==> src/logic/pmw_pkg.sv <==
// package: constants and types of the power mode and wake controller
package pmw_pkg;
    localparam int          NUM_MON          = 5;
    localparam int          NUM_GPIO         = 4;
    localparam int          RET_WIDTH        = 64;
    localparam int          TIMER_WIDTH      = 16;
    // wake flag bit positions
    localparam int          FLAG_LIN         = 0;
    localparam int          FLAG_CYC         = 1;
    localparam int          FLAG_SENSE       = 2;
    localparam int          NUM_FLAG_FIXED   = 3;
    localparam int          NUM_FLAGS        = NUM_FLAG_FIXED + NUM_MON + NUM_GPIO;
    // edge select encoding
    localparam logic [1:0]  EDGE_RISE        = 2'h1;
    localparam logic [1:0]  EDGE_FALL        = 2'h2;
    localparam logic [1:0]  EDGE_BOTH        = 2'h3;
    // reset values
    localparam logic        RST_LIN_WAKE_EN  = 1'h0;
    localparam logic        RST_MON_WAKE_EN  = 1'h1;
    localparam logic        RST_CYC_WAKE_EN  = 1'h1;
    // timing
    localparam int          CLK_MHZ          = 250;
    localparam int          ENTRY_NS         = 40;
    localparam int          ENTRY_CYCLES     = (ENTRY_NS * CLK_MHZ + 999) / 1000;
    localparam int          RESTART_NS       = 200;
    localparam int          RESTART_CYCLES   = (RESTART_NS * CLK_MHZ + 999) / 1000;
    localparam int          SENSE_NS         = 80;
    localparam int          SENSE_CYCLES     = (SENSE_NS * CLK_MHZ + 999) / 1000;
    localparam int          SEQ_CNT_WIDTH    = 8;

    typedef enum logic [5:0] {
        ST_ACTIVE  = 6'h01,
        ST_ENTER   = 6'h02,
        ST_STOP    = 6'h04,
        ST_SLEEP   = 6'h08,
        ST_SENSE   = 6'h10,
        ST_RESTART = 6'h20
    } pmw_state_t;
endpackage

==> src/logic/pmw_edge_detect.sv <==
// edge qualified wake detector for one external input
`timescale 1ns/1ps
module pmw_edge_detect (
    input  wire logic       core_clk_i,
    input  wire logic       rstn_i,
    input  wire logic       pin_i,
    input  wire logic [1:0] edge_sel_i,
    output logic            level_o,
    output logic            event_o
);
    typedef struct packed {
        logic s1;
        logic s2;
        logic s3;
        logic lvl;
    } pmw_ed_t;

    pmw_ed_t st_reg;
    pmw_ed_t st_next;
    logic    rise;
    logic    fall;

    always_comb begin
        st_next    = st_reg;
        st_next.s1 = pin_i;
        st_next.s2 = st_reg.s1;
        st_next.s3 = st_reg.s2;
        if (st_reg.s2 == st_reg.s3) begin
            st_next.lvl = st_reg.s3;
        end
    end

    always_ff @(posedge core_clk_i or negedge rstn_i) begin
        if (!rstn_i) begin
            st_reg <= '0;
        end else begin
            st_reg <= st_next;
        end
    end

    assign rise    = st_next.lvl & ~st_reg.lvl;
    assign fall    = ~st_next.lvl & st_reg.lvl;
    assign level_o = st_reg.lvl;
    assign event_o = (rise & edge_sel_i[0]) | (fall & edge_sel_i[1]);
endmodule

==> src/logic/pmw_core.sv <==
// power mode sequencer with wake source capture and cyclic wake / sense
`timescale 1ns/1ps
module pmw_core #(
    parameter int NUM_MON     = pmw_pkg::NUM_MON,
    parameter int NUM_GPIO    = pmw_pkg::NUM_GPIO,
    parameter int TIMER_WIDTH = pmw_pkg::TIMER_WIDTH
) (
    input  wire logic                                core_clk_i,
    input  wire logic                                rstn_i,
    // software side
    input  wire logic                                stop_req_i,
    input  wire logic                                sleep_req_i,
    input  wire logic                                cyc_wake_en_i,
    input  wire logic                                cyc_sense_en_i,
    input  wire logic                                sense_on_change_i,
    input  wire logic [NUM_MON-1:0]                  sense_mask_i,
    input  wire logic [NUM_MON-1:0]                  sense_target_i,
    input  wire logic [TIMER_WIDTH-1:0]              period_i,
    input  wire logic                                lin_wake_en_wr_i,
    input  wire logic                                lin_wake_en_i,
    input  wire logic                                mon_wake_en_wr_i,
    input  wire logic [NUM_MON-1:0]                  mon_wake_en_i,
    input  wire logic                                cyc_wake_en_wr_i,
    input  wire logic                                cyc_wake_src_en_i,
    input  wire logic [NUM_GPIO-1:0]                 gpio_wake_en_i,
    input  wire logic [2*NUM_MON-1:0]                mon_edge_sel_i,
    input  wire logic [2*NUM_GPIO-1:0]               gpio_edge_sel_i,
    input  wire logic [pmw_pkg::NUM_FLAGS-1:0]       flag_clr_i,
    input  wire logic                                ret_wr_i,
    input  wire logic [pmw_pkg::RET_WIDTH-1:0]       ret_data_i,
    // wake sources
    input  wire logic                                lin_wake_i,
    input  wire logic [NUM_MON-1:0]                  hv_monitor_input_i,
    input  wire logic [NUM_GPIO-1:0]                 gpio_i,
    // outputs
    output logic [pmw_pkg::NUM_FLAGS-1:0]            wake_flags_o,
    output logic [pmw_pkg::RET_WIDTH-1:0]            ret_data_o,
    output logic                                     lin_wake_en_o,
    output logic [NUM_MON-1:0]                       mon_wake_en_o,
    output logic                                     cyc_wake_src_en_o,
    output logic                                     core_supply_en_o,
    output logic                                     core_clk_en_o,
    output logic                                     modules_en_o,
    output logic                                     measurement_en_o,
    output logic                                     high_side_switch_o,
    output logic                                     core_rst_n_o,
    output logic [5:0]                               mode_o
);
    // ------------------------------------------------------------
    // state
    // ------------------------------------------------------------
    typedef struct packed {
        pmw_pkg::pmw_state_t                 state;
        logic                                to_sleep;
        logic                                cyc_wake;
        logic                                cyc_sense;
        logic                                armed_cyc;
        logic                                armed_sense;
        logic [TIMER_WIDTH-1:0]              timer;
        logic [pmw_pkg::SEQ_CNT_WIDTH-1:0]   seq_cnt;
        logic [NUM_MON-1:0]                  prev_sample;
        logic                                prev_valid;
        logic                                lin_en;
        logic [NUM_MON-1:0]                  mon_en;
        logic                                cyc_src_en;
        logic [pmw_pkg::NUM_FLAGS-1:0]       flags;
        logic [pmw_pkg::RET_WIDTH-1:0]       ret;
    } pmw_core_t;

    // last count of each timed phase
    localparam logic [pmw_pkg::SEQ_CNT_WIDTH-1:0] ENTRY_LAST =
        pmw_pkg::SEQ_CNT_WIDTH'(pmw_pkg::ENTRY_CYCLES - 1);
    localparam logic [pmw_pkg::SEQ_CNT_WIDTH-1:0] RESTART_LAST =
        pmw_pkg::SEQ_CNT_WIDTH'(pmw_pkg::RESTART_CYCLES - 1);
    localparam logic [pmw_pkg::SEQ_CNT_WIDTH-1:0] SENSE_LAST =
        pmw_pkg::SEQ_CNT_WIDTH'(pmw_pkg::SENSE_CYCLES - 1);

    pmw_core_t          st_reg;
    pmw_core_t          st_next;
    logic [NUM_MON-1:0] mon_lvl;
    logic [NUM_MON-1:0] mon_evt;
    logic [NUM_GPIO-1:0] gpio_evt;
    logic                lin_evt;
    logic                timer_evt;
    logic                sense_evt;
    logic                wake_any;
    logic [NUM_MON-1:0]  sense_now;
    logic [pmw_pkg::NUM_FLAGS-1:0] events;

    // ------------------------------------------------------------
    // input synchronisers and edge detectors
    // ------------------------------------------------------------
    genvar gi;
    generate
        for (gi = 0; gi < NUM_MON; gi++) begin : g_mon
            pmw_edge_detect u_det (
                .core_clk_i (core_clk_i),
                .rstn_i     (rstn_i),
                .pin_i      (hv_monitor_input_i[gi]),
                .edge_sel_i (mon_edge_sel_i[2*gi +: 2]),
                .level_o    (mon_lvl[gi]),
                .event_o    (mon_evt[gi])
            );
        end
        for (gi = 0; gi < NUM_GPIO; gi++) begin : g_gpio
            pmw_edge_detect u_det (
                .core_clk_i (core_clk_i),
                .rstn_i     (rstn_i),
                .pin_i      (gpio_i[gi]),
                .edge_sel_i (gpio_edge_sel_i[2*gi +: 2]),
                .level_o    (),
                .event_o    (gpio_evt[gi])
            );
        end
    endgenerate

    // lin wake is a recessive to dominant edge, so dominant level alone never blocks entry
    pmw_edge_detect u_lin (
        .core_clk_i (core_clk_i),
        .rstn_i     (rstn_i),
        .pin_i      (lin_wake_i),
        .edge_sel_i (pmw_pkg::EDGE_RISE),
        .level_o    (),
        .event_o    (lin_evt)
    );

    // ------------------------------------------------------------
    // helpers
    // ------------------------------------------------------------
    function automatic logic is_low_power(input pmw_pkg::pmw_state_t s);
        is_low_power = (s == pmw_pkg::ST_STOP) || (s == pmw_pkg::ST_SLEEP) ||
                       (s == pmw_pkg::ST_SENSE);
    endfunction

    function automatic pmw_pkg::pmw_state_t wake_state(input logic to_sleep);
        wake_state = to_sleep ? pmw_pkg::ST_RESTART : pmw_pkg::ST_ACTIVE;
    endfunction

    function automatic pmw_pkg::pmw_state_t rest_state(input logic to_sleep);
        rest_state = to_sleep ? pmw_pkg::ST_SLEEP : pmw_pkg::ST_STOP;
    endfunction

    // ------------------------------------------------------------
    // wake event sources
    // ------------------------------------------------------------
    assign timer_evt = is_low_power(st_reg.state) && st_reg.cyc_wake &&
                       st_reg.cyc_src_en && (st_reg.timer == '0);

    assign sense_now = mon_lvl & sense_mask_i;
    always_comb begin
        sense_evt = 1'b0;
        if (st_reg.state == pmw_pkg::ST_SENSE && st_reg.seq_cnt == SENSE_LAST) begin
            // change mode needs one earlier sample to compare
            if (sense_on_change_i) begin
                sense_evt = st_reg.prev_valid && (sense_now != st_reg.prev_sample);
            end else begin
                sense_evt = (sense_now == (sense_target_i & sense_mask_i));
            end
        end
    end

    // ------------------------------------------------------------
    // wake event collection
    // ------------------------------------------------------------
    always_comb begin
        events = '0;
        events[pmw_pkg::FLAG_LIN]   = lin_evt & st_reg.lin_en;
        events[pmw_pkg::FLAG_CYC]   = timer_evt;
        events[pmw_pkg::FLAG_SENSE] = sense_evt;
        events[pmw_pkg::NUM_FLAG_FIXED +: NUM_MON] = mon_evt & st_reg.mon_en;
        events[pmw_pkg::NUM_FLAG_FIXED + NUM_MON +: NUM_GPIO] = gpio_evt & gpio_wake_en_i;
    end

    // gpio wake is only a stop-mode source since their supply is off in sleep
    always_comb begin
        wake_any = (|events[pmw_pkg::NUM_FLAG_FIXED +: NUM_MON]) |
                   events[pmw_pkg::FLAG_LIN] | events[pmw_pkg::FLAG_CYC] |
                   events[pmw_pkg::FLAG_SENSE];
        if (!st_reg.to_sleep) begin
            wake_any = wake_any | (|events[pmw_pkg::NUM_FLAG_FIXED + NUM_MON +: NUM_GPIO]);
        end
    end

    // ------------------------------------------------------------
    // next state
    // ------------------------------------------------------------
    always_comb begin
        st_next = st_reg;
        // set wins over clear
        st_next.flags = (st_reg.flags & ~flag_clr_i) | events;

        if (lin_wake_en_wr_i) begin
            st_next.lin_en = lin_wake_en_i;
        end

        if (mon_wake_en_wr_i) begin
            st_next.mon_en = mon_wake_en_i;
        end

        if (cyc_wake_en_wr_i) begin
            st_next.cyc_src_en = cyc_wake_src_en_i;
        end

        if (ret_wr_i && st_reg.state == pmw_pkg::ST_ACTIVE) begin
            st_next.ret = ret_data_i;
        end

        // cyclic settings armed ahead of the mode command
        if (st_reg.state == pmw_pkg::ST_ACTIVE) begin
            st_next.armed_cyc   = cyc_wake_en_i;
            st_next.armed_sense = cyc_sense_en_i;
        end

        // period runs from the mode command, so a short one may expire during entry
        if (st_reg.timer != '0) begin
            st_next.timer = st_reg.timer - 1'b1;
        end

        case (st_reg.state)
            pmw_pkg::ST_ACTIVE: begin
                if (sleep_req_i || stop_req_i) begin
                    st_next.state     = pmw_pkg::ST_ENTER;
                    st_next.to_sleep  = sleep_req_i;
                    st_next.cyc_wake  = st_reg.armed_cyc;
                    st_next.cyc_sense = st_reg.armed_sense;
                    st_next.timer     = period_i;
                    st_next.seq_cnt   = '0;
                    st_next.prev_valid = 1'b0;
                end
            end

            pmw_pkg::ST_ENTER: begin
                st_next.seq_cnt = st_reg.seq_cnt + 1'b1;
                if (wake_any) begin
                    st_next.state   = wake_state(st_reg.to_sleep);
                    st_next.seq_cnt = '0;
                end else if (st_reg.seq_cnt == ENTRY_LAST) begin
                    st_next.state = rest_state(st_reg.to_sleep);
                end
            end

            pmw_pkg::ST_STOP,
            pmw_pkg::ST_SLEEP: begin
                if (wake_any) begin
                    st_next.state   = wake_state(st_reg.to_sleep);
                    st_next.seq_cnt = '0;
                end else if (st_reg.cyc_sense && st_reg.timer == '0) begin
                    st_next.state   = pmw_pkg::ST_SENSE;
                    st_next.seq_cnt = '0;
                end
            end

            pmw_pkg::ST_SENSE: begin
                st_next.seq_cnt = st_reg.seq_cnt + 1'b1;
                if (wake_any) begin
                    st_next.state   = wake_state(st_reg.to_sleep);
                    st_next.seq_cnt = '0;
                end else if (st_reg.seq_cnt == SENSE_LAST) begin
                    st_next.prev_sample = sense_now;
                    st_next.prev_valid  = 1'b1;
                    st_next.timer       = period_i;
                    st_next.state       = rest_state(st_reg.to_sleep);
                end
            end

            pmw_pkg::ST_RESTART: begin
                st_next.seq_cnt = st_reg.seq_cnt + 1'b1;
                if (st_reg.seq_cnt == RESTART_LAST) begin
                    st_next.state = pmw_pkg::ST_ACTIVE;
                end
            end

            default: begin
                st_next.state = pmw_pkg::ST_ACTIVE;
            end
        endcase

        // back in active the low power settings are dropped
        if (st_next.state == pmw_pkg::ST_ACTIVE && st_reg.state != pmw_pkg::ST_ACTIVE) begin
            st_next.to_sleep  = 1'b0;
            st_next.cyc_wake  = 1'b0;
            st_next.cyc_sense = 1'b0;
            st_next.timer     = '0;
        end
    end

    // settings come back at their defaults
    always_ff @(posedge core_clk_i or negedge rstn_i) begin
        if (!rstn_i) begin
            st_reg            <= '0;
            st_reg.state      <= pmw_pkg::ST_ACTIVE;
            st_reg.lin_en     <= pmw_pkg::RST_LIN_WAKE_EN;
            st_reg.mon_en     <= {NUM_MON{pmw_pkg::RST_MON_WAKE_EN}};
            st_reg.cyc_src_en <= pmw_pkg::RST_CYC_WAKE_EN;
        end else begin
            st_reg <= st_next;
        end
    end

    // ------------------------------------------------------------
    // outputs
    // ------------------------------------------------------------
    assign wake_flags_o       = st_reg.flags;
    assign ret_data_o         = st_reg.ret;
    assign lin_wake_en_o      = st_reg.lin_en;
    assign mon_wake_en_o      = st_reg.mon_en;
    assign cyc_wake_src_en_o  = st_reg.cyc_src_en;
    assign mode_o             = st_reg.state;

    assign modules_en_o       = (st_reg.state == pmw_pkg::ST_ACTIVE);
    assign measurement_en_o   = (st_reg.state == pmw_pkg::ST_ACTIVE);
    assign core_clk_en_o      = (st_reg.state == pmw_pkg::ST_ACTIVE);

    // stop keeps the core supplied, sleep cuts it
    assign core_supply_en_o   = !(st_reg.to_sleep && (st_reg.state == pmw_pkg::ST_SLEEP ||
                                 st_reg.state == pmw_pkg::ST_SENSE));
    assign core_rst_n_o       = (st_reg.state != pmw_pkg::ST_RESTART) &&
                                core_supply_en_o;
    assign high_side_switch_o = (st_reg.state == pmw_pkg::ST_SENSE);
endmodule

==> config.mk <==
export PLATFORM = sky130hd
export DESIGN_NAME = pmw_core
export DESIGN_NICKNAME = d
export VERILOG_FILES = /design/src/logic/pmw_pkg.sv /design/src/logic/pmw_edge_detect.sv /design/src/logic/pmw_core.sv
export SDC_FILE = /design/constraint.sdc
export NUM_CORES = 1
export LEC_CHECK = 0
export ABC_AREA = 1
export BUFFER_PORTS_ARGS = -buffer_cell sky130_fd_sc_hd__buf_2
export CAP_MARGIN = 25
export CORE_ASPECT_RATIO = 0.9
export CORE_MARGIN = 2
export CORE_UTILIZATION = 40
export CTS_CLUSTER_DIAMETER = 60
export DETAILED_ROUTE_END_ITERATION = 7
export PLACE_DENSITY = 0.67
export SETUP_SLACK_MARGIN = 0.3
export SLEW_MARGIN = 10
export SYNTH_ARGS = -nofsm -noshare
export SYNTH_HDL_FRONTEND = slang
export SYNTH_HIERARCHICAL = 1
export SYNTH_SLANG_ARGS = --single-unit
==> constraint.sdc <==
create_clock -name core_clk_i -period 1.9 [get_ports core_clk_i]
set_input_delay 0.19 -clock core_clk_i [delete_from_list [all_inputs] [get_ports core_clk_i]]
set_output_delay 0.19 -clock core_clk_i [all_outputs]
set_load 0.01 [all_outputs]
==> results.cfg <==
[status]
status = finished, violations left
violations = setup timing

[global_route]
grt_max_degree = 60
grt_pass1_vias = 7422
grt_usage_pct = 21.2
antenna_found_initial = 0
gr-total-overflow = 0
grt_pass1_wl_um = 36100

[timing]
period_minus_slack_ns = 2.23
clock.fmax_mhz = 449
setup_viol = 106
setup_slack_ns = -0.326
finalCritPeriodShare_pct = 117
holdWs_ns = 0.0236
finalMaxSlewViolations = 0
rsz0062_at_grt = true
clock_skew_ns = 0.0166
hold_violations = 0

[synthesis]
ys_seq_area_share_pct = 50.9
synth-seq-cells = 164
async_reset_ff_share_pct = 100
synth-edff-count = 0
syn_area_um2 = 8080
ys.warnings.count = 6
synthFlopType = dfrtp_1
ys_types = 38
syn_area_per_cell_um2 = 9.34
synth_fp_nets = 1020
netlist_instances = 865

[finish]
final.fill_count = 1541
area_growth_syn_to_layout_pct = 53.5
final_nets = 1438
multi_input_comb_area_um2 = 3080
finalInstanceArea_um2 = 12400
drive_gt1_share_pct = 45.7
num_antenna_cells = 0
seqCellArea_um2 = 4110
largest_register_ffs = 64

[power_and_ir_drop]
p_leak_uw = 0.00633
power.density_nw_per_um2 = 1320
switching_share_pct = 35.1
vdd_drop_max_uv = 811
pwr-share-seq_pct = 31.1
power_frac_clock_pct = 21.9
intPower_uw = 10600
p_switching_uw = 5730
comb_power_share_pct = 47.0

[worst_setup_path]
cp-start-kind = flip-flop
cp-endpoint = st_reg[117]
cp-end-kind = flip-flop
cp_slowest_cell = dfrtp_1
crit_path_max_fanout = 19
crit_start = g_mon[1].u_det/level_o
r2r_cells = 16
arrival_ns = 2.58
r2r_end = st_reg[117]
critPathRequiredTime_ns = 2.25
r2r-start = g_mon[1].u_det/level_o
crit_family = simple AND/OR/NAND/NOR gates
crit_type = reg2reg
cp.depth = 16
crit_buf_inv = 2
reg2reg_setup_slack_ns = -0.33
max_stage_delay_ns = 0.42
crit_chain = nand2_1, inv_1, nand3_1, nand2_1, nand2_1, nand4_1, nor2_2, nand2_2, nor2_4, nand2_4, a21oi_2, nor2_2, nor2_4, nor2_4, buf_12, nor2_1

[clock_tree]
numCtsBuffers = 17
clk_pin_slew_ns = 0.07
ctsHtreeMaxLevel = 4
ctsLongestPathBuffers = 2
insertion_delay_ns = 0.43
root_buffer = clkbuf_16
cts_tree = built
clock-sinks = 164

[floorplanning]
start_util_pct = 40.6
die_h_um = 139
core_area_um2 = 19900
rows = 49
die_x_um = 154
die-area_um2 = 21400
ios = 247

[detailed_routing]
first_pass_iters = 5
via_per_inst = 4.72
drt_iter0_drc = 344
dr_total_vias = 7309
drtAntennaViolNets = 0
drc = 0
drt_wl_total_um = 22700
wire_per_inst_um = 14.7

[hold_path]
hp-class = in2reg

[placed_design]
hpwl_um = 14400
io_buffers = 246
place_congestion = 0.859
dpl_cell_area_um2 = 9890

[run]
maxCapViolCount = 0
==> logic make-up after synthesis <==
| family | synth area share, % |
|---|---|
| compound gates | 4.46 |
| fa+ha+maj | 0.465 |
| buf+inv | 14.5 |
| flops | 50.9 |
| other cells | 0.0929 |
| mux | 10.1 |
| simple gates | 18.2 |
| xor+xnor | 1.19 |
==> cell usage in the layout, fill, tap and decap left out, drive strengths merged, types with 2 or more instances in the layout <==
cell type | Yosys | final
clkbuf | 1 | 19
nor2 | 78 | 78
nand2 | 156 | 156
nand4 | 26 | 26
conb | 2 | 2
mux2i | 2 | 2
dlygate4sd3 | 0 | 99
and2 | 2 | 2
nor3 | 5 | 5
xor2 | 10 | 10
mux2 | 71 | 71
clkinvlp | 0 | 3
o21ai | 37 | 37
dfrtp | 157 | 157
nand3 | 53 | 53
a21oi | 18 | 18
or2 | 2 | 2
dfstp | 7 | 7
inv | 122 | 125
ha | 3 | 3
o22ai | 5 | 5
clkinv | 0 | 4
o31ai | 3 | 3
buf | 98 | 398
bufinv | 0 | 3
==> metrics by stage <==
stage	utilization [%]	worst slack [ns]	power (uW)	std cells	TNS, ns
3_5_place_dp	49.7	-0.368	11300	1382	-10.61
3_3_place_gp	49.7	-0.335	11100	1382	-8.97
2_1_floorplan	-	-0.327	9580	865	-19.28
4_1_cts	61.0	-0.305	16100	1540	-13.08
5_1_grt	62.3	-0.530	17300	1550	-27.26
6_report	62.3	-0.326	16300	1550	-16.01
==> cell type report <==
cell class,instances,area share (%)
Timing Repair Buffer,498,30.7
Multi-Input combinational cell,480,24.8
Inverter,122,3.89
Tap cell,255,2.57
Clock inverter,13,1.42
Clock buffer,18,3.46
Sequential cell,164,33.2
==> cell usage after synthesis, types with 6 or more instances <==
library cell | instances | area share (%)
a21oi_1 | 18 | 1.1
buf_1 | 6 | 0.28
buf_4 | 89 | 8.3
dfrtp_1 | 157 | 49
dfstp_2 | 7 | 2.3
inv_1 | 118 | 5.5
mux2_2 | 71 | 9.9
nand2_1 | 150 | 7.0
nand2_2 | 6 | 0.46
nand3_1 | 53 | 3.3
nand4_1 | 24 | 1.9
nor2_1 | 63 | 2.9
nor2_2 | 12 | 0.93
o21ai_0 | 35 | 2.2
xor2_1 | 10 | 1.1
==> routing by layer <==
layer	GRT usage [%]	up-vias	wire [um]
met5	0	-	0
met4	5.21	0	459
met3	5.81	33	1380
met2	37.6	254	11500
met1	25.7	3485	9400
li1	-	3537	-
==> repair_timing <==
action	CTS	global route
cloned	8	1
gates resized for setup	74	47
hold endpoints to repair	212	1
pin swaps	14	13
buffers inserted	20	9
endpoints found under the setup margin	109	111
hold buffers	99	1
==> power by group through the flow <==
stage               registers (uW)  logic [uW]  clock network [uW]
finish                        5080        7670                3570
global route                  5190        8300                3840
CTS                           5040        7390                3680
detailed placement            5070        6190                   0
global placement              5030        6070                   0
floorplan                     5000        4580                   0
==> worst min-delay path, stage by stage <==
cell and delay (ns):
buf_2 0.08, nand2_1 0.06, o21ai_0 0.07
==> worst min path at each step <==
stage,startpoint,cells past startpoint,endpoint,slack (ns)
after floorplan,rstn_i,0,g_gpio[0].u_det/level_o,-0.11
after detailed placement,rstn_i,1,g_gpio[1].u_det/st_next[2],0.08
after global routing,ret_data_i[50],2,ret_data_o[50],0.001
final,gpio_wake_en_i[1],3,wake_flags_o[9],0.02
after global placement,rstn_i,1,g_gpio[1].u_det/st_next[2],0.08
after CTS,ret_data_i[59],2,ret_data_o[59],0.0002
Note: power is estimated with default switching activity, not from simulation.
